### config.mk
export PLATFORM = sky130hd
export DESIGN_NAME = compare_branch_break_unit
export DESIGN_NICKNAME = d
export VERILOG_FILES = /design/src/core/cbb_pkg.sv /design/src/core/cbb_dec_if.sv /design/src/core/compare_branch_break_unit.sv /design/src/core/cbb_classify.sv
export VERILOG_INCLUDE_DIRS = /design/src /design/src/core
export SDC_FILE = /design/constraint.sdc
export NUM_CORES = 1
export LEC_CHECK = 0
export ABC_CLOCK_PERIOD_IN_PS = 6400
export BUFFER_PORTS_ARGS = -buffer_cell sky130_fd_sc_hd__buf_2
export CORE_AREA = 2 2 159 161
export CTS_BUF_LIST = sky130_fd_sc_hd__clkbuf_2 sky130_fd_sc_hd__clkbuf_4 sky130_fd_sc_hd__clkbuf_8
export CTS_CLUSTER_SIZE = 28
export DETAILED_ROUTE_END_ITERATION = 10
export DIE_AREA = 0 0 161 163
export GPL_TIMING_DRIVEN = 0
export SLEW_MARGIN = 5
export SYNTH_ARGS = -nofsm -noshare
export SYNTH_HDL_FRONTEND = slang
export SYNTH_SLANG_ARGS = --single-unit
### constraint.sdc
create_clock -name REF_CLK -period 6.4 [get_ports REF_CLK]
set_input_delay 1.28 -clock REF_CLK [delete_from_list [all_inputs] [get_ports REF_CLK]]
set_output_delay 1.28 -clock REF_CLK [all_outputs]
set_load 0.005 [all_outputs]
### src/core/cbb_regs.svh
// constants for the compare, branch and break unit
// What this block does
// - target is next pc plus sign-extended 18-bit offset from 16-bit field
// - not-equal branch redirects when sources differ, after the delay slot
// - likely not-equal runs delay slot only when taken, else nullifies it
// - newer release traps a control transfer executed in a delay slot
// - branches, jumps, link, returns, wait and pause count as transfers
// - control transfer in forbidden slot traps only if branch not taken
// - overflow branches are compact, no delay slot, redirect directly
// - add sources wide, flag overflow when sum bit 32 differs from 31
// - overflow branch taken on overflow, no-overflow branch otherwise
// - second source zero means overflow never, no-overflow always taken
// - overflow branches under opcodes 001000 and 011000, first reg >= second
// - break is opcode 000000 function 001101, traps at once always
// - the 20-bit break code is not passed to the handler
// - likely branches predicted taken, dynamic tables untouched
// - newer release may refuse the likely not-equal branch
`ifndef CBB_REGS_SVH
`define CBB_REGS_SVH
`define OPC_SPECIAL     6'h00
`define OPC_REGIMM      6'h01
`define OPC_J           6'h02
`define OPC_JAL         6'h03
`define OPC_BEQ         6'h04
`define OPC_NOT_EQUAL   6'h05
`define OPC_BLEZ        6'h06
`define OPC_BGTZ        6'h07
`define OPC_GROUP8      6'h08
`define OPC_COP0        6'h10
`define OPC_COP1        6'h11
`define OPC_BEQL        6'h14
`define OPC_NOT_EQUAL_LIKELY 6'h15
`define OPC_BLEZL       6'h16
`define OPC_BGTZL       6'h17
`define OPC_GROUP24     6'h18
`define OPC_BC          6'h32
`define OPC_BALC        6'h3a
`define OPC_POP66       6'h36
`define OPC_POP76       6'h3e
`define OPC_POP26       6'h16
`define FN_JR           6'h08
`define FN_JALR         6'h09
`define FN_BREAK        6'h0d
`define FN_SLL          6'h00
`define FN_EXC_RETURN   6'h18
`define FN_DEBUG_RETURN 6'h1f
`define FN_WAIT         6'h20
`define FLD_OPC_HI      31
`define FLD_OPC_LO      26
`define FLD_SRC1_HI     25
`define FLD_SRC1_LO     21
`define FLD_SRC2_HI     20
`define FLD_SRC2_LO     16
`define FLD_FN_HI       5
`define FLD_FN_LO       0
`define FLD_OFS_HI      15
`define PAUSE_WORD      32'h0000_0140
`define CO_BIT          25
`define NOP_WORD        32'h0000_0000
`endif

### src/core/cbb_pkg.sv
// types for the compare, branch and break unit
package cbb_pkg;
  typedef enum logic [2:0] {
    KIND_NONE  = 3'b000,
    KIND_NOT_EQUAL        = 3'b001,
    KIND_NOT_EQUAL_LIKELY = 3'b010,
    KIND_BOV   = 3'b011,
    KIND_BNV   = 3'b100,
    KIND_BREAK = 3'b101
  } kind_type;
  typedef enum logic [1:0] {
    SLOT_NONE   = 2'b00,
    SLOT_DELAY  = 2'b01,
    SLOT_FORBID = 2'b10
  } slot_type;
endpackage

### src/core/cbb_dec_if.sv
// decode bundle between the top and the instruction classifier
`timescale 1ns/1ps
interface cbb_dec_if;
  logic [31:0]       instr;
  cbb_pkg::kind_type kind;
  logic              xfer;
  modport dec (input instr, output kind, xfer);
  modport use_side (output instr, input kind, xfer);
endinterface

### src/core/compare_branch_break_unit.sv
// branch decision, target, slot checks and breakpoint trap
`timescale 1ns/1ps
`include "cbb_regs.svh"
module compare_branch_break_unit import cbb_pkg::*; #(
  parameter int  ADDR_W     = 32,
  parameter bit  NEW_RELEASE = 1'b1
) (
  // clock and reset
  input  wire logic              REF_CLK,
  input  wire logic              SRST,
  // instruction issue
  input  wire logic              ISSUE_VALID,
  input  wire logic [31:0]       INSTR,
  input  wire logic [ADDR_W-1:0] PC,
  input  wire logic [31:0]       SRC_A,
  input  wire logic [31:0]       SRC_B,
  // redirect and slot control
  output logic                   REDIRECT,
  output logic [ADDR_W-1:0]      TARGET,
  output logic                   NULLIFY_SLOT,
  output logic                   PREDICT_TAKEN,
  output logic                   PREDICTOR_BYPASS,
  // exceptions
  output logic                   RESERVED_EXC,
  output logic                   BREAK_EXC,
  output logic [ADDR_W-1:0]      EXC_PC
);
  cbb_dec_if dec ();
  assign dec.instr = INSTR;
  cbb_classify u_classify (.d(dec));

  // ****************************************************************
  // decision logic
  // ****************************************************************
  logic [32:0]       wide_sum;
  logic              ovf;
  logic [ADDR_W-1:0] pc_next;
  logic [ADDR_W-1:0] ofs_ext;
  logic [ADDR_W-1:0] branch_tgt;
  logic              taken;
  logic              is_branch;
  logic              compact;
  logic [4:0]        src2_num;

  // overflow from a 33-bit sum; the sum itself is thrown away
  assign wide_sum = {SRC_A[31], SRC_A} + {SRC_B[31], SRC_B};
  assign ovf      = wide_sum[32] != wide_sum[31];
  assign pc_next  = PC + ADDR_W'(4);
  // shift and sign-extend the 16-bit field into an 18-bit offset
  assign ofs_ext  = ADDR_W'($signed({INSTR[`FLD_OFS_HI:0], 2'b00}));
  assign src2_num = INSTR[`FLD_SRC2_HI:`FLD_SRC2_LO];
  assign branch_tgt = pc_next + ofs_ext;

  // branch condition; for the overflow branches a second source register number of zero is checked
  // directly and forces the outcome, whatever the source values are
  always_comb begin
    taken     = 1'b0;
    is_branch = 1'b1;
    compact   = 1'b0;
    case (dec.kind)
      KIND_NOT_EQUAL:        taken = SRC_A != SRC_B;
      KIND_NOT_EQUAL_LIKELY: taken = SRC_A != SRC_B;
      KIND_BOV: begin
        compact = 1'b1;
        // register zero as second source forces the outcome
        taken   = ovf && (src2_num != 5'h00);
      end
      KIND_BNV: begin
        compact = 1'b1;
        taken   = !ovf || (src2_num == 5'h00);
      end
      default: is_branch = 1'b0;
    endcase
  end

  // ****************************************************************
  // slot and redirect state
  // ****************************************************************
  slot_type          slot_r;
  slot_type          slot_nxt;
  logic              pend_r;
  logic              pend_nxt;
  logic [ADDR_W-1:0] pend_tgt_r;
  logic [ADDR_W-1:0] pend_tgt_nxt;
  logic              redirect_nxt;
  logic [ADDR_W-1:0] target_nxt;
  logic              nullify_nxt;
  logic              pred_nxt;
  logic              bypass_nxt;
  logic              rsv_nxt;
  logic              brk_nxt;
  logic [ADDR_W-1:0] exc_pc_nxt;
  logic              likely_refused;
  logic              slot_trap;

  // the likely branch is withdrawn in the newer release and refused there
  assign likely_refused = NEW_RELEASE
                       && (dec.kind == KIND_NOT_EQUAL_LIKELY);
  // slot state records only the situations that trap; a taken compact
  // branch leaves no forbidden slot behind
  assign slot_trap = ISSUE_VALID && dec.xfer && NEW_RELEASE
                  && (slot_r != SLOT_NONE);

  // next values of slot tracking, redirect and exception outputs
  always_comb begin
    slot_nxt     = slot_r;
    pend_nxt     = pend_r;
    pend_tgt_nxt = pend_tgt_r;
    redirect_nxt = 1'b0;
    target_nxt   = TARGET;
    nullify_nxt  = 1'b0;
    pred_nxt     = 1'b0;
    bypass_nxt   = 1'b0;
    rsv_nxt      = 1'b0;
    brk_nxt      = 1'b0;
    exc_pc_nxt   = EXC_PC;
    if (ISSUE_VALID) begin
      slot_nxt = SLOT_NONE;
      pend_nxt = 1'b0;
      if (slot_trap || likely_refused) begin
        rsv_nxt    = 1'b1;
        exc_pc_nxt = PC;
      end else if (dec.kind == KIND_BREAK) begin
        brk_nxt    = 1'b1; // code field stays in memory
        exc_pc_nxt = PC;
      end else begin
        // delay slot finished: apply the held redirect now
        if (pend_r) begin
          redirect_nxt = 1'b1;
          target_nxt   = pend_tgt_r;
        end
        if (is_branch && compact) begin
          if (taken) begin
            redirect_nxt = 1'b1;
            target_nxt   = branch_tgt;
          end else begin
            slot_nxt = SLOT_FORBID;
          end
        end else if (is_branch) begin
          // plain branch runs its slot unless an untaken likely branch nullifies it; redirect waits for it
          slot_nxt     = SLOT_DELAY;
          pend_nxt     = taken;
          pend_tgt_nxt = branch_tgt;
          if (dec.kind == KIND_NOT_EQUAL_LIKELY) begin
            pred_nxt    = 1'b1;
            bypass_nxt  = 1'b1;
            nullify_nxt = !taken;
            if (!taken) begin
              slot_nxt = SLOT_NONE; // slot squashed, no check needed
            end
          end
        end else if (dec.xfer && (slot_r == SLOT_NONE)) begin
          slot_nxt = SLOT_DELAY; // other transfers own a delay slot too
        end
      end
    end
  end

  // register all state and outputs
  always_ff @(posedge REF_CLK) begin
    if (SRST) begin
      slot_r           <= SLOT_NONE;
      pend_r           <= 1'b0;
      pend_tgt_r       <= '0;
      REDIRECT         <= 1'b0;
      TARGET           <= '0;
      NULLIFY_SLOT     <= 1'b0;
      PREDICT_TAKEN    <= 1'b0;
      PREDICTOR_BYPASS <= 1'b0;
      RESERVED_EXC     <= 1'b0;
      BREAK_EXC        <= 1'b0;
      EXC_PC           <= '0;
    end else begin
      slot_r           <= slot_nxt;
      pend_r           <= pend_nxt;
      pend_tgt_r       <= pend_tgt_nxt;
      REDIRECT         <= redirect_nxt;
      TARGET           <= target_nxt;
      NULLIFY_SLOT     <= nullify_nxt;
      PREDICT_TAKEN    <= pred_nxt;
      PREDICTOR_BYPASS <= bypass_nxt;
      RESERVED_EXC     <= rsv_nxt;
      BREAK_EXC        <= brk_nxt;
      EXC_PC           <= exc_pc_nxt;
    end
  end
endmodule // compare_branch_break_unit

### src/core/cbb_classify.sv
// instruction classifier: kind of branch and control-transfer detection
`timescale 1ns/1ps
`include "cbb_regs.svh"
module cbb_classify import cbb_pkg::*; (
  // decode bundle
  cbb_dec_if.dec d
);
  logic [5:0] opc;
  logic [5:0] fn;
  logic [4:0] src1_num;
  logic [4:0] src2_num;
  assign opc      = d.instr[`FLD_OPC_HI:`FLD_OPC_LO];
  assign fn       = d.instr[`FLD_FN_HI:`FLD_FN_LO];
  assign src1_num = d.instr[`FLD_SRC1_HI:`FLD_SRC1_LO];
  assign src2_num = d.instr[`FLD_SRC2_HI:`FLD_SRC2_LO];

  // kind decode; group opcodes need first reg >= second reg
  always_comb begin
    d.kind = KIND_NONE;
    case (opc)
      `OPC_NOT_EQUAL: d.kind = KIND_NOT_EQUAL;
      `OPC_NOT_EQUAL_LIKELY: d.kind = KIND_NOT_EQUAL_LIKELY;
      `OPC_GROUP8: begin
        if (src1_num >= src2_num) d.kind = KIND_BOV;
      end
      `OPC_GROUP24: begin
        if (src1_num >= src2_num) d.kind = KIND_BNV;
      end
      `OPC_SPECIAL: begin
        if (fn == `FN_BREAK) d.kind = KIND_BREAK;
      end
      default: d.kind = KIND_NONE;
    endcase
  end

  // control-transfer set: branches, jumps, link, returns, wait, pause
  always_comb begin
    d.xfer = 1'b0;
    case (opc)
      `OPC_SPECIAL: begin
        d.xfer = (fn == `FN_JR) || (fn == `FN_JALR)
              || (d.instr == `PAUSE_WORD);
      end
      `OPC_REGIMM, `OPC_J, `OPC_JAL, `OPC_BEQ, `OPC_NOT_EQUAL, `OPC_BLEZ,
      `OPC_BGTZ, `OPC_BEQL, `OPC_NOT_EQUAL_LIKELY, `OPC_BLEZL, `OPC_BGTZL,
      `OPC_BC, `OPC_BALC, `OPC_POP66, `OPC_POP76: d.xfer = 1'b1;
      `OPC_GROUP8, `OPC_GROUP24: d.xfer = (src1_num >= src2_num);
      `OPC_COP0: begin
        d.xfer = d.instr[`CO_BIT] && ((fn == `FN_EXC_RETURN)
              || (fn == `FN_DEBUG_RETURN) || (fn == `FN_WAIT));
      end
      `OPC_COP1: d.xfer = (src1_num == 5'h08) || (src1_num == 5'h09)
                       || (src1_num == 5'h0d);
      default: d.xfer = 1'b0;
    endcase
  end
endmodule // cbb_classify

* Word level (Yosys, flattened, before mapping)
Index checks and enable logic that the tools add are counted.
Cells by class: bitwise operators 6, magnitude comparators 1, add/sub/neg operators 3, reduce and logical (&&, ||, !) cells 35, equal/unequal tests 36, muxes and demuxes 31
Operator list (count):
- 32-bit 2-to-1 mux | 5
- 6-bit by 5-bit == test with 1-bit output, second input constant | 9
- 32-bit by 32-bit adder with 33-bit output | 1
- 32-bit by 3-bit adder with 32-bit output, second input constant | 1
- 32-bit adder | 1
- 32-bit by 9-bit == test with 1-bit output, second input constant | 1
- 32-bit != test | 1
- 6-bit == test, second input constant | 5
- 6-bit by 3-bit == test with 1-bit output, second input constant | 4
- 6-bit by 4-bit == test with 1-bit output, second input constant | 4
- 5-bit by 4-bit == test with 1-bit output, second input constant | 3
- 1-bit 2-to-1 mux | 15
- 3-bit one-hot mux with 5 select lines | 1
- 15-bit OR reduction | 1
- 6-bit by 2-bit == test with 1-bit output, second input constant | 2
- 2-bit 2-to-1 mux | 6
- 1-bit logical OR | 8
- 2-bit OR reduction | 4
- 4-bit OR reduction | 2
- 7-bit OR reduction | 1
- 3-bit by 2-bit == test with 1-bit output, second input constant | 2
- 3-bit == test, second input constant | 2
- 6-bit by 1-bit == test with 1-bit output, second input constant | 1
- 1-bit logical AND | 6
- 18 further kinds | 26
Storage, ports and cells: flip-flop bits (word level) 104, output and inout bits 70, bits of input ports 131

* Logic depth before layout (Yosys ltp)
Gate-level depths: netlist (run 1).
depth after elaboration 12, depth in mapped cells 15, gate-level depth less buffers 15

* By module
A second synthesis (run 1) with hierarchy kept.
Unflattened totals: cell total of the unflattened synthesis 850, area, all modules 7188.1 µm²
By module, submodules not included:
- compare_branch_break_unit | cells an instance 791, instances 1, area an instance 6787.8 µm²
- cbb_classify | cells an instance 59, instances 1, area an instance 400.4 µm²

* Least setup slack after synthesis (run 1)
Ideal clock, no wire load.
path kind input-to-reg, start input INSTR[1], end register TARGET[31], setup slack 2.445 ns, stages 13, required time 6.257 ns, data arrival time 3.812 ns, cell sequence ha_1 > ha_1 > fa_1 > a211oi_1 > nor2_1 > a21oi_1 > o31ai_2 > nand4_1 > nand2_1 > a211oi_1 > or4_1 > a211oi_1 > nor3_1
On the way: longest elaborated chain between the ends 10, elaborated cells between the ends (all ways) 36
RTL lines:
- from (decl) | line compare_branch_break_unit.sv:13 | input wire logic [31:0] INSTR,
- branches (longest 10 deep; another with 32-bit 2-to-1 mux)
- to (signal assigned) | line compare_branch_break_unit.sv:178 | TARGET <= target_nxt;
- to (decl) | line compare_branch_break_unit.sv:19 | output logic [ADDR_W-1:0] TARGET,
Parallel ways; which one is timed is not known. A chain may end at the register's enable or synchronous reset.

* Worst setup path after layout (run 1)
start input INSTR[0], end register TARGET[31]
The elaborated chain is that of the path after synthesis.

==> results.toml, run 1 <==
[flow_run]
max_capacitance_violation_total = 0

[timing]
min_period_over_period_pct = 67.9
post_layout_min_period_ns = 4.35
setup-violations-final = 0
grt_setup_unrepaired = "false"
fin_worst_skew_ns = 0.0163
fin_setup_tns_ns = 0
timing.slew.headroom_pct = 46.5
tightest_slew_ns = 0.802
maxClockFrequency_ghz = 0.230
final_hold_viol_count = 0
maxSlewViolCount = 0

[finish]
n_antenna_cell = 0
finish.net_count = 1264
finalNonFillerCells = 1372
post_route_cells_drive_above_1_share_pct = 24.9
final_cell_area_um2 = 8800
register_area_um2 = 2080
fillers = 2626
flow.area_growth_from_synthesis_pct = 22.0
multiInputGateArea_um2 = 4780

[setup_path]
cp_data_arrival_time_ns = 4.62
critPathRequiredTime_ns = 6.67
crit_chain = "buf_2 -> inv_1 -> ha_1 -> inv_1 -> ha_1 -> fa_1 -> a211oi_1 -> nor2_1 -> a21oi_1 -> o31ai_2 -> nand4_1 -> nand2_1 -> a211oi_1 -> or4_1 -> a211oi_1 -> nor3_1"
cpLargestDelayFamily = "simple AND/OR/NAND/NOR gates"
cp_common_cell = "sky130_fd_sc_hd__a211oi_1"
worst_setup_path_end_kind = "flop"
critPathMaxFanout = 5
criticalPathCategory = "in2reg"
crit_path_start_kind = "input port"
cp.buffers_inverters = 3
critical_path.max_stage_delay_ns = 0.61
slowest_stage = "sky130_fd_sc_hd__or4_1"

[routing]
route.detailed.drc = 0
routed_wirelength_mm = 21.7
routed_wire_length_per_instance_um = 15.8
via_total_after_detailed_routing = 6653
detail-route-antenna-nets = 0
iter_0_drt_violations = 276
via_per_inst = 4.85
drt-pass1-iter-count = 5

[yosys]
synth_seq_cells = 104
yosysSeqAreaShare_pct = 28.9
synth_area_um2 = 7210
synthFlopType = "sky130_fd_sc_hd__dfxtp_1"
synth_cells = 828
post_synth_num_cell_types = 68
synth_enable_flop_cells = 0
synth-warning-count = 0
synthArstFlopShare_pct = 0
syn_avg_cell_area_um2 = 8.71

[power]
ir_worst_vdd_mv = 0.0975
power.density_cell_area_nw_per_um2 = 169
total_leakage_power_nw = 3.90

[cts]
clockBufferDepth = 2
numCtsBuffers = 9
cts_hold_repair.buffers = 0
cts.root.buffer_cell = "sky130_fd_sc_hd__clkbuf_8"
clkTransAtPathRegs_ns = 0.12
h-tree-depth = 3
post_cts_resized = 0
clk-insertion-delay-late_ns = 0.40
cts_tree = "yes"
cts_setup_buffers = 0
clkSinkCount = 104

[global_route]
overflow = 0
grt_use_total_pct = 16.5
grt_max_degree = 18
antenna_found_initial = 0
first_global_vias = 6476
grt_pass1_wl_mm = 34.0

[place]
postPlaceCellArea_um2 = 8620
place.port_buffers = 198
placed_cells = 1357
dpl.hpwl_mm = 17.6
globalplace.congestion = 0.893

[die]
die_x_um = 161
floorplan.rows = 58
core_um2 = 24700
io-pin-count = 201
die_h_um = 163
fp.dieArea_um2 = 26200
start_util_pct = 29.2

[worst_hold_path]
hold_path_class = "reg2reg"

[run_status]
run_status = "complete, no violations"
[cell usage after synthesis, drive strengths merged (4+ instances only)]
library cell	count	share of area, %
mux2i	63	8.7
nand2	95	5.0
a21oi	72	5.0
o21a	12	1.2
a21o	10	1.1
xnor2	23	2.8
dfxtp	104	29
nor4	12	1.1
a211oi	13	1.4
nand3	16	1.1
clkbuf	22	1.1
a221oi	23	4.4
a2111oi	5	0.69
o21ai	22	1.5
ha	94	16
nor3	12	0.83
buf	13	1.3
nand2b	29	2.5
o22ai	7	0.61
inv	45	2.3
and2	4	0.35
mux2	5	0.78
o211ai	5	0.52
nand4	7	0.61
o21bai	4	0.42
nor2	63	3.3
[placed cells by master, fill, tap and decap left out, drive strengths merged, types with 10 or more instances in the layout]
master,count
nor3,12
nand2b,29
a21o,10
dfxtp,104
nand2,95
clkbuf,33
a21oi,72
a211oi,13
xnor2,23
mux2i,63
nor2,63
ha,94
o21ai,22
nand3,16
nor4,12
o21a,12
inv,48
a221oi,23
buf,211
[final cells by class]
cell class | count | area share [%]
timing repair buffer | 198 | 11.3
buffer | 35 | 2.03
inverter | 46 | 1.96
multi-input combinational | 644 | 54.3
tap | 330 | 4.69
sequential | 104 | 23.7
clock buffer | 11 | 1.65
clock inverter | 4 | 0.412
[power by group]
part	total, mW	internal, mW	switching [mW]
combinational	0.414	0.172	0.242
clock	0.418	0.161	0.257
sequential	0.655	0.653	0.00257
total	1.49	0.986	0.501
[stage by stage]
step                      hold WS, ns  power, mW  setup WS (ns)  utilization (%)
after floorplan                 0.431      0.941           2.44                -
after detailed placement        0.441       1.09           1.68             34.9
after global placement          0.436       1.08           1.69             34.9
after CTS                       0.457       1.51           2.09             35.7
after global routing            0.468       1.58           1.78             35.7
final                           0.455       1.49           2.05             35.7
[state kept, by name (all words and copies together), names as in the netlist]
name and flops:
EXC_PC 32, TARGET 32, pend_tgt_r 32, slot_r 2
BREAK_EXC 1, NULLIFY_SLOT 1, PREDICTOR_BYPASS 1, REDIRECT 1
RESERVED_EXC 1, pend_r 1
[tightest hold or removal path, cell delays in order, from the launching register on]
cell                      delay, ns
sky130_fd_sc_hd__dfxtp_1       0.32
sky130_fd_sc_hd__nand2_1       0.05
sky130_fd_sc_hd__a21oi_1       0.05
[kinds of logic (layout without fill, tap and decap cells)]
family / after synthesis / count (layout) / share of synthesized area [%]
AND/OR/NAND/NOR: 256 / 256 / 16.8
AO/OA/AOI/OAI: 197 / 197 / 20.1
flip-flops: 104 / 104 / 28.9
adder cells (fa/ha/maj): 95 / 95 / 16.6
buffers and inverters: 81 / 294 / 4.88
multiplexers: 68 / 68 / 9.53
XOR/XNOR: 26 / 26 / 3.16
other: 1 / 2 / 0.0520
[worst paths after layout]
check	slack [ns]	endpoint	start	cells after the start
hold / removal	0.46	pend_tgt_r[12]	pend_tgt_r[12]	2
hold reg to reg	0.46	pend_tgt_r[12]	pend_tgt_r[12]	2
setup / recovery	2.05	TARGET[31]	INSTR[0]	16
setup reg to reg	4.08	pend_tgt_r[6]	slot_r[0]	8
[layer usage]
| layer | GRT usage (%) | share of wire (%) | vias up | wire (um) |
|---|---|---|---|---|
| met4 | 4.79 | 1.4 | 0 | 295 |
| met1 | 20.0 | 44 | 3041 | 9570 |
| met2 | 29.8 | 49 | 166 | 10700 |
| met3 | 2.93 | 5.3 | 20 | 1150 |
| li1 | - | - | 3426 | - |
| met5 | 0 | 0 | - | 0 |
Note: power is estimated with default switching activity, not from simulation.
==> run 2: changes to the inputs <==
- ABC_AREA: default -> 1
- ABC_CLOCK_PERIOD_IN_PS: 6400 -> 4200
- CORE_AREA: 2 2 159 161 -> 2 2 172 174
- DIE_AREA: 0 0 161 163 -> 0 0 174 176
- clock period: 6.4 -> 4.2 ns (I/O delays scaled with it)
==> results.toml, run 2 <==
[finish]
most-common-layout-cells = "267 x sky130_fd_sc_hd__nand2_1, 207 x sky130_fd_sc_hd__buf_2, 206 x sky130_fd_sc_hd__nor2_1"
multiInputGateArea_um2 = 5530
register_area_um2 = 2080
finish.net_count = 1766
post_route_cells_drive_above_1_share_pct = 18.9
largest_registers = "EXC_PC (32), TARGET (32), pend_tgt_r (32)"
flow.area_growth_from_synthesis_pct = 19.9
layout_commonest_cell = "sky130_fd_sc_hd__nand2_1"
finalNonFillerCells = 1931
fillers = 3239

[timing]
fin_setup_tns_ns = 0
maxClockFrequency_ghz = 0.323
grt_setup_unrepaired = "false"
maxSlewViolCount = 0
post_layout_min_period_ns = 3.10
final_hold_viol_count = 0
timing.slew.headroom_pct = 56.4
fin_worst_skew_ns = 0.0197
setup-violations-final = 0
tightest_slew_ns = 0.654
min_period_over_period_pct = 73.8

[setup_path]
criticalPathCategory = "in2reg"
critPathRequiredTime_ns = 4.55
cp_data_arrival_time_ns = 3.45
worst_setup_path_end_kind = "flop"
critPathMaxFanout = 16
crit_path_start_kind = "input port"

[yosys]
synthDominantCellAreaShare_pct = 24.3
synth.top_cells.by_area = "sky130_fd_sc_hd__dfxtp_1 24%, sky130_fd_sc_hd__ha_1 14%, sky130_fd_sc_hd__nand2_1 12%, sky130_fd_sc_hd__nor2_1 9.0%, sky130_fd_sc_hd__inv_1 7.2%"
yosysSeqAreaShare_pct = 24.3
synth.cells.most_frequent = "267 x sky130_fd_sc_hd__nand2_1, 206 x sky130_fd_sc_hd__nor2_1, 164 x sky130_fd_sc_hd__inv_1"
synth_enable_flop_cells = 0
synth_top_area_cell = "sky130_fd_sc_hd__dfxtp_1"
post_synth_num_cell_types = 44
synth_area_um2 = 8560
synth_seq_cells = 104
synth-warning-count = 0
syn_avg_cell_area_um2 = 6.45
synthFlopType = "sky130_fd_sc_hd__dfxtp_1"
synthArstFlopShare_pct = 0
yosysMostFrequentCell = "sky130_fd_sc_hd__nand2_1"
synth_cells = 1328

[routing]
routed_wire_length_per_instance_um = 14.4
route.detailed.drc = 0
via_total_after_detailed_routing = 9020
routed_wirelength_mm = 27.9
drt-pass1-iter-count = 5
via_per_inst = 4.67
iter_0_drt_violations = 467
detail-route-antenna-nets = 0

[die]
fp.dieArea_um2 = 30600
start_util_pct = 30.0
io-pin-count = 201
core_um2 = 28500
floorplan.rows = 62
die_x_um = 174
die_h_um = 176

[global_route]
grt_use_total_pct = 18.1
overflow = 0
antenna_found_initial = 2
first_global_vias = 8640
grt_max_degree = 23
grt_pass1_wl_mm = 44.5

[cts]
cts_tree = "yes"
cts_hold_repair.buffers = 0
clk-insertion-delay-late_ns = 0.40
clkSinkCount = 104
clockBufferDepth = 2
h-tree-depth = 3
post_cts_resized = 0
cts_setup_buffers = 0
clkTransAtPathRegs_ns = 0.12
cts.root.buffer_cell = "sky130_fd_sc_hd__clkbuf_8"
numCtsBuffers = 9

[power]
ir_worst_vdd_mv = 0.211
power.density_cell_area_nw_per_um2 = 279
total_leakage_power_nw = 5.50

[flow_run]
max_capacitance_violation_total = 0

[place]
globalplace.congestion = 0.924
placed_cells = 1913
dpl.hpwl_mm = 23.3
place.port_buffers = 200

[worst_hold_path]
hold_path_class = "reg2reg"

[run_status]
run_status = "complete, no violations"
[run 2: changes by cell type in the layout (fill, tap and decap cells not counted), moves of 15 or more]
cell	delta
sky130_fd_sc_hd__nor2_1	+143
sky130_fd_sc_hd__xor2_1	+15
sky130_fd_sc_hd__nand3_1	+87
sky130_fd_sc_hd__mux2i_1	-63
sky130_fd_sc_hd__xnor2_1	-18
sky130_fd_sc_hd__nand2b_1	-29
sky130_fd_sc_hd__a221oi_2	-19
sky130_fd_sc_hd__nand2_1	+173
sky130_fd_sc_hd__o21ai_0	+94
sky130_fd_sc_hd__inv_1	+119
sky130_fd_sc_hd__nand2_2	+24
sky130_fd_sc_hd__o21ai_1	+30
[run 2: critical path, cell delays in order]
cell and delay (ns):
sky130_fd_sc_hd__buf_2 0.32, sky130_fd_sc_hd__ha_1 0.30, sky130_fd_sc_hd__ha_1 0.38, sky130_fd_sc_hd__nand2_1 0.09
sky130_fd_sc_hd__inv_1 0.07, sky130_fd_sc_hd__nand2_1 0.10, sky130_fd_sc_hd__nor3_1 0.29, sky130_fd_sc_hd__nand4_1 0.15
sky130_fd_sc_hd__nand3_1 0.22, sky130_fd_sc_hd__xor2_1 0.33, sky130_fd_sc_hd__nand3_1 0.15, sky130_fd_sc_hd__nand3_1 0.11
sky130_fd_sc_hd__nand2_1 0.05, sky130_fd_sc_hd__inv_1 0.04
[run 2: cells by family after synthesis]
kind of cell	Yosys count	share of synthesized area, %
flops	104	24.3
other cells	1	0.0438
simple gates	658	34.0
compound gates	232	14.2
buf+inv	215	11.2
xor+xnor	23	2.35
fa+ha+maj	95	14.0
[run 2: path summary, 6_finish.rpt]
path,from,end,slack [ns],cells past startpoint
max,INSTR[15],TARGET[22],1.10,14
max reg2reg,pend_r,TARGET[31],2.44,8
min,slot_r[1],slot_r[1],0.49,2
min reg2reg,slot_r[1],slot_r[1],0.49,2
[run 2: metal layers]
layer | share of wire [%] | wire, um | global-route usage (%)
met2 | 46 | 12700 | 30.7
met1 | 49 | 13600 | 24.2
met3 | 3.7 | 1040 | 2.41
met5 | 0 | 0 | 0
met4 | 1.7 | 478 | 4.76
[run 2: final cells by class]
type                            count  share of cell area [%]
Inverter                          170                    6.27
Timing Repair Buffer              200                    9.75
Clock inverter                      7                   0.866
Multi-Input combinational cell   1010                    53.9
Antenna cell                        2                  0.0488
Sequential cell                   104                    20.3
Buffer                             45                    3.04
Clock buffer                        9                    1.21
Tap cell                          384                    4.68
[run 2: stage by stage]
stage	setup slack (ns)	utilization [%]	total power [mW]	area (um^2)	hold slack, ns
floorplan	1.33	-	1.81	8560	0.440
global placement	0.733	35.2	2.18	10000	0.454
detailed placement	0.743	35.2	2.20	10000	0.459
CTS	1.15	35.9	2.90	10300	0.484
global route	0.884	36.0	3.08	10300	0.495
finish	1.10	36.0	2.86	10300	0.488
[run 2: power by group]
group | leakage [nW] | internal, mW | switching, mW
registers | 0.847 | 1.04 | 0.0253
logic | 4.54 | 0.409 | 0.706
clock network | 0.107 | 0.247 | 0.439
total | 5.50 | 1.69 | 1.17
==> run 3: changes to the inputs <==
- ABC_CLOCK_PERIOD_IN_PS: 4200 -> 2850
- clock period: 4.2 -> 2.85 ns (I/O delays scaled with it)
==> results.toml, run 3 (synthesis gave the netlist of run 2 again) <==
[routing]
via_total_after_detailed_routing = 9054
routed_wirelength_mm = 27.9
drt-pass1-iter-count = 5
detail-route-antenna-nets = 0
route.detailed.drc = 0
routed_wire_length_per_instance_um = 14.4
via_per_inst = 4.68
iter_0_drt_violations = 487

[place]
dpl.hpwl_mm = 23.3
dp_slack_ns = -0.337
globalplace.congestion = 0.924
place.port_buffers = 200

[power]
total_leakage_power_nw = 5.52
p_sw_share_pct = 40.8
pwr-share-clk_pct = 23.7
ir_worst_vdd_mv = 0.310
net-switching-power_mw = 1.73
power.density_cell_area_nw_per_um2 = 411
power_frac_comb_pct = 39.4
p_seq_share_pct = 36.9
p_int_mw = 2.51

[setup_path]
critPathRequiredTime_ns = 3.20
critPathMaxFanout = 16
crit_chain = "clkbuf_4 -> ha_1 -> ha_1 -> nand2_1 -> o21ai_0 -> a21oi_1 -> nand3_1 -> xor2_2 -> nand3_1 -> nand3_1 -> nand2_1 -> inv_1"
criticalPathCategory = "in2reg"
critical_path.max_stage_delay_ns = 0.41
cp_common_cell = "sky130_fd_sc_hd__nand3_1"
worst_setup_path_end_kind = "flop"
crit_path_start_kind = "input port"
cp_data_arrival_time_ns = 3.01
slowest_stage = "sky130_fd_sc_hd__ha_1"

[global_route]
grt_use_total_pct = 18.1
grt_pass1_wl_mm = 44.5
antenna_found_initial = 2
grt_max_degree = 23
overflow = 0
first_global_vias = 8640

[timing]
timing.slew.headroom_pct = 56.6
fin_setup_tns_ns = 0
min_period_over_period_pct = 93.4
fin_worst_skew_ns = 0.0190
maxClockFrequency_ghz = 0.376
post_layout_min_period_ns = 2.66
finalWorstSetupSlack_ns = 0.189
final_hold_viol_count = 0
maxSlewViolCount = 0
setup-violations-final = 0
tightest_slew_ns = 0.651

[die]
core_um2 = 28500
fp.dieArea_um2 = 30600
start_util_pct = 30.0
io-pin-count = 201
die_x_um = 174
floorplan.rows = 62
die_h_um = 176

[cts]
clockBufferDepth = 2
cts_tree = "yes"
clkTransAtPathRegs_ns = 0.12
cts.root.buffer_cell = "sky130_fd_sc_hd__clkbuf_8"
clkSinkCount = 104
clk-insertion-delay-late_ns = 0.40
cts_hold_repair.buffers = 0
numCtsBuffers = 9
h-tree-depth = 3

[finish]
finish.net_count = 1769
flow.area_growth_from_synthesis_pct = 20.5
post_route_cells_drive_above_1_share_pct = 19.4
most-common-layout-cells = "267 x sky130_fd_sc_hd__nand2_1, 206 x sky130_fd_sc_hd__nor2_1, 206 x sky130_fd_sc_hd__buf_2"
layout_commonest_cell = "sky130_fd_sc_hd__nand2_1"
fillers = 3239
largest_registers = "EXC_PC (32), TARGET (32), pend_tgt_r (32)"

[run_status]
run_status = "complete, no violations"

[flow_run]
max_capacitance_violation_total = 0

[worst_hold_path]
hold_path_class = "in2reg"
[run 3: worst paths after layout]
kind	startpoint	to	slack, ns	cells past startpoint
max	INSTR[15]	TARGET[22]	0.19	12
min	PC[16]	EXC_PC[16]	0.41	3
max reg2reg	pend_r	TARGET[21]	1.06	8
min reg2reg	pend_tgt_r[25]	pend_tgt_r[25]	0.48	2
[run 3: critical path, delay by kind of cell]
kind	cells	cell delay, ns
simple gates	5	0.69
compound gates	2	0.47
xor+xnor	1	0.26
fa+ha+maj	2	0.74
buf+inv	2	0.26
[run 3: power groups by stage]
stage               Sequential (mW)  Clock (mW)  Combinational (mW)
floorplan                      1.60           0                1.07
global placement               1.60           0                1.62
detailed placement             1.60           0                1.64
CTS                            1.57        1.06                1.64
global route                   1.57        1.11                1.88
finish                         1.56        1.01                1.67
[run 3: layer usage]
layer	global-route usage, %	vias up	wire length [um]	part of all wire [%]
met3	2.41	27	1070	3.8
met5	0	-	0	0
met1	24.2	4073	13500	49
met2	30.7	205	12800	46
met4	4.76	0	479	1.7
li1	-	4749	-	-
[run 3: per-stage QoR]
stage / power (mW) / hold slack (ns) / instances / utilization [%] / area (um^2)
floorplan: 2.67 / 0.440 / 1329 / - / 8560
global placement: 3.22 / 0.454 / 1913 / 35.2 / 10000
detailed placement: 3.24 / 0.459 / 1913 / 35.2 / 10000
CTS: 4.27 / 0.394 / 1929 / 35.9 / 10300
global route: 4.56 / 0.404 / 1934 / 36.1 / 10300
finish: 4.24 / 0.415 / 1934 / 36.1 / 10300
[run 3: what timing repair did]
action                                  CTS  global route
buffers inserted                          0             3
resized for setup                         0             8
endpoints found under the setup margin    0            16
[run 3: area by class of cell]
type,instances,area (um^2),area share (%)
tap,384,480,4.66
antenna,2,5.00,0.0485
buffer,45,312,3.02
inverter,170,643,6.23
clock inverter,7,88.8,0.861
sequential,104,2080,20.2
multi-input combinational,1010,5560,53.9
clock buffer,9,124,1.20
timing repair buffer,203,1030,9.94
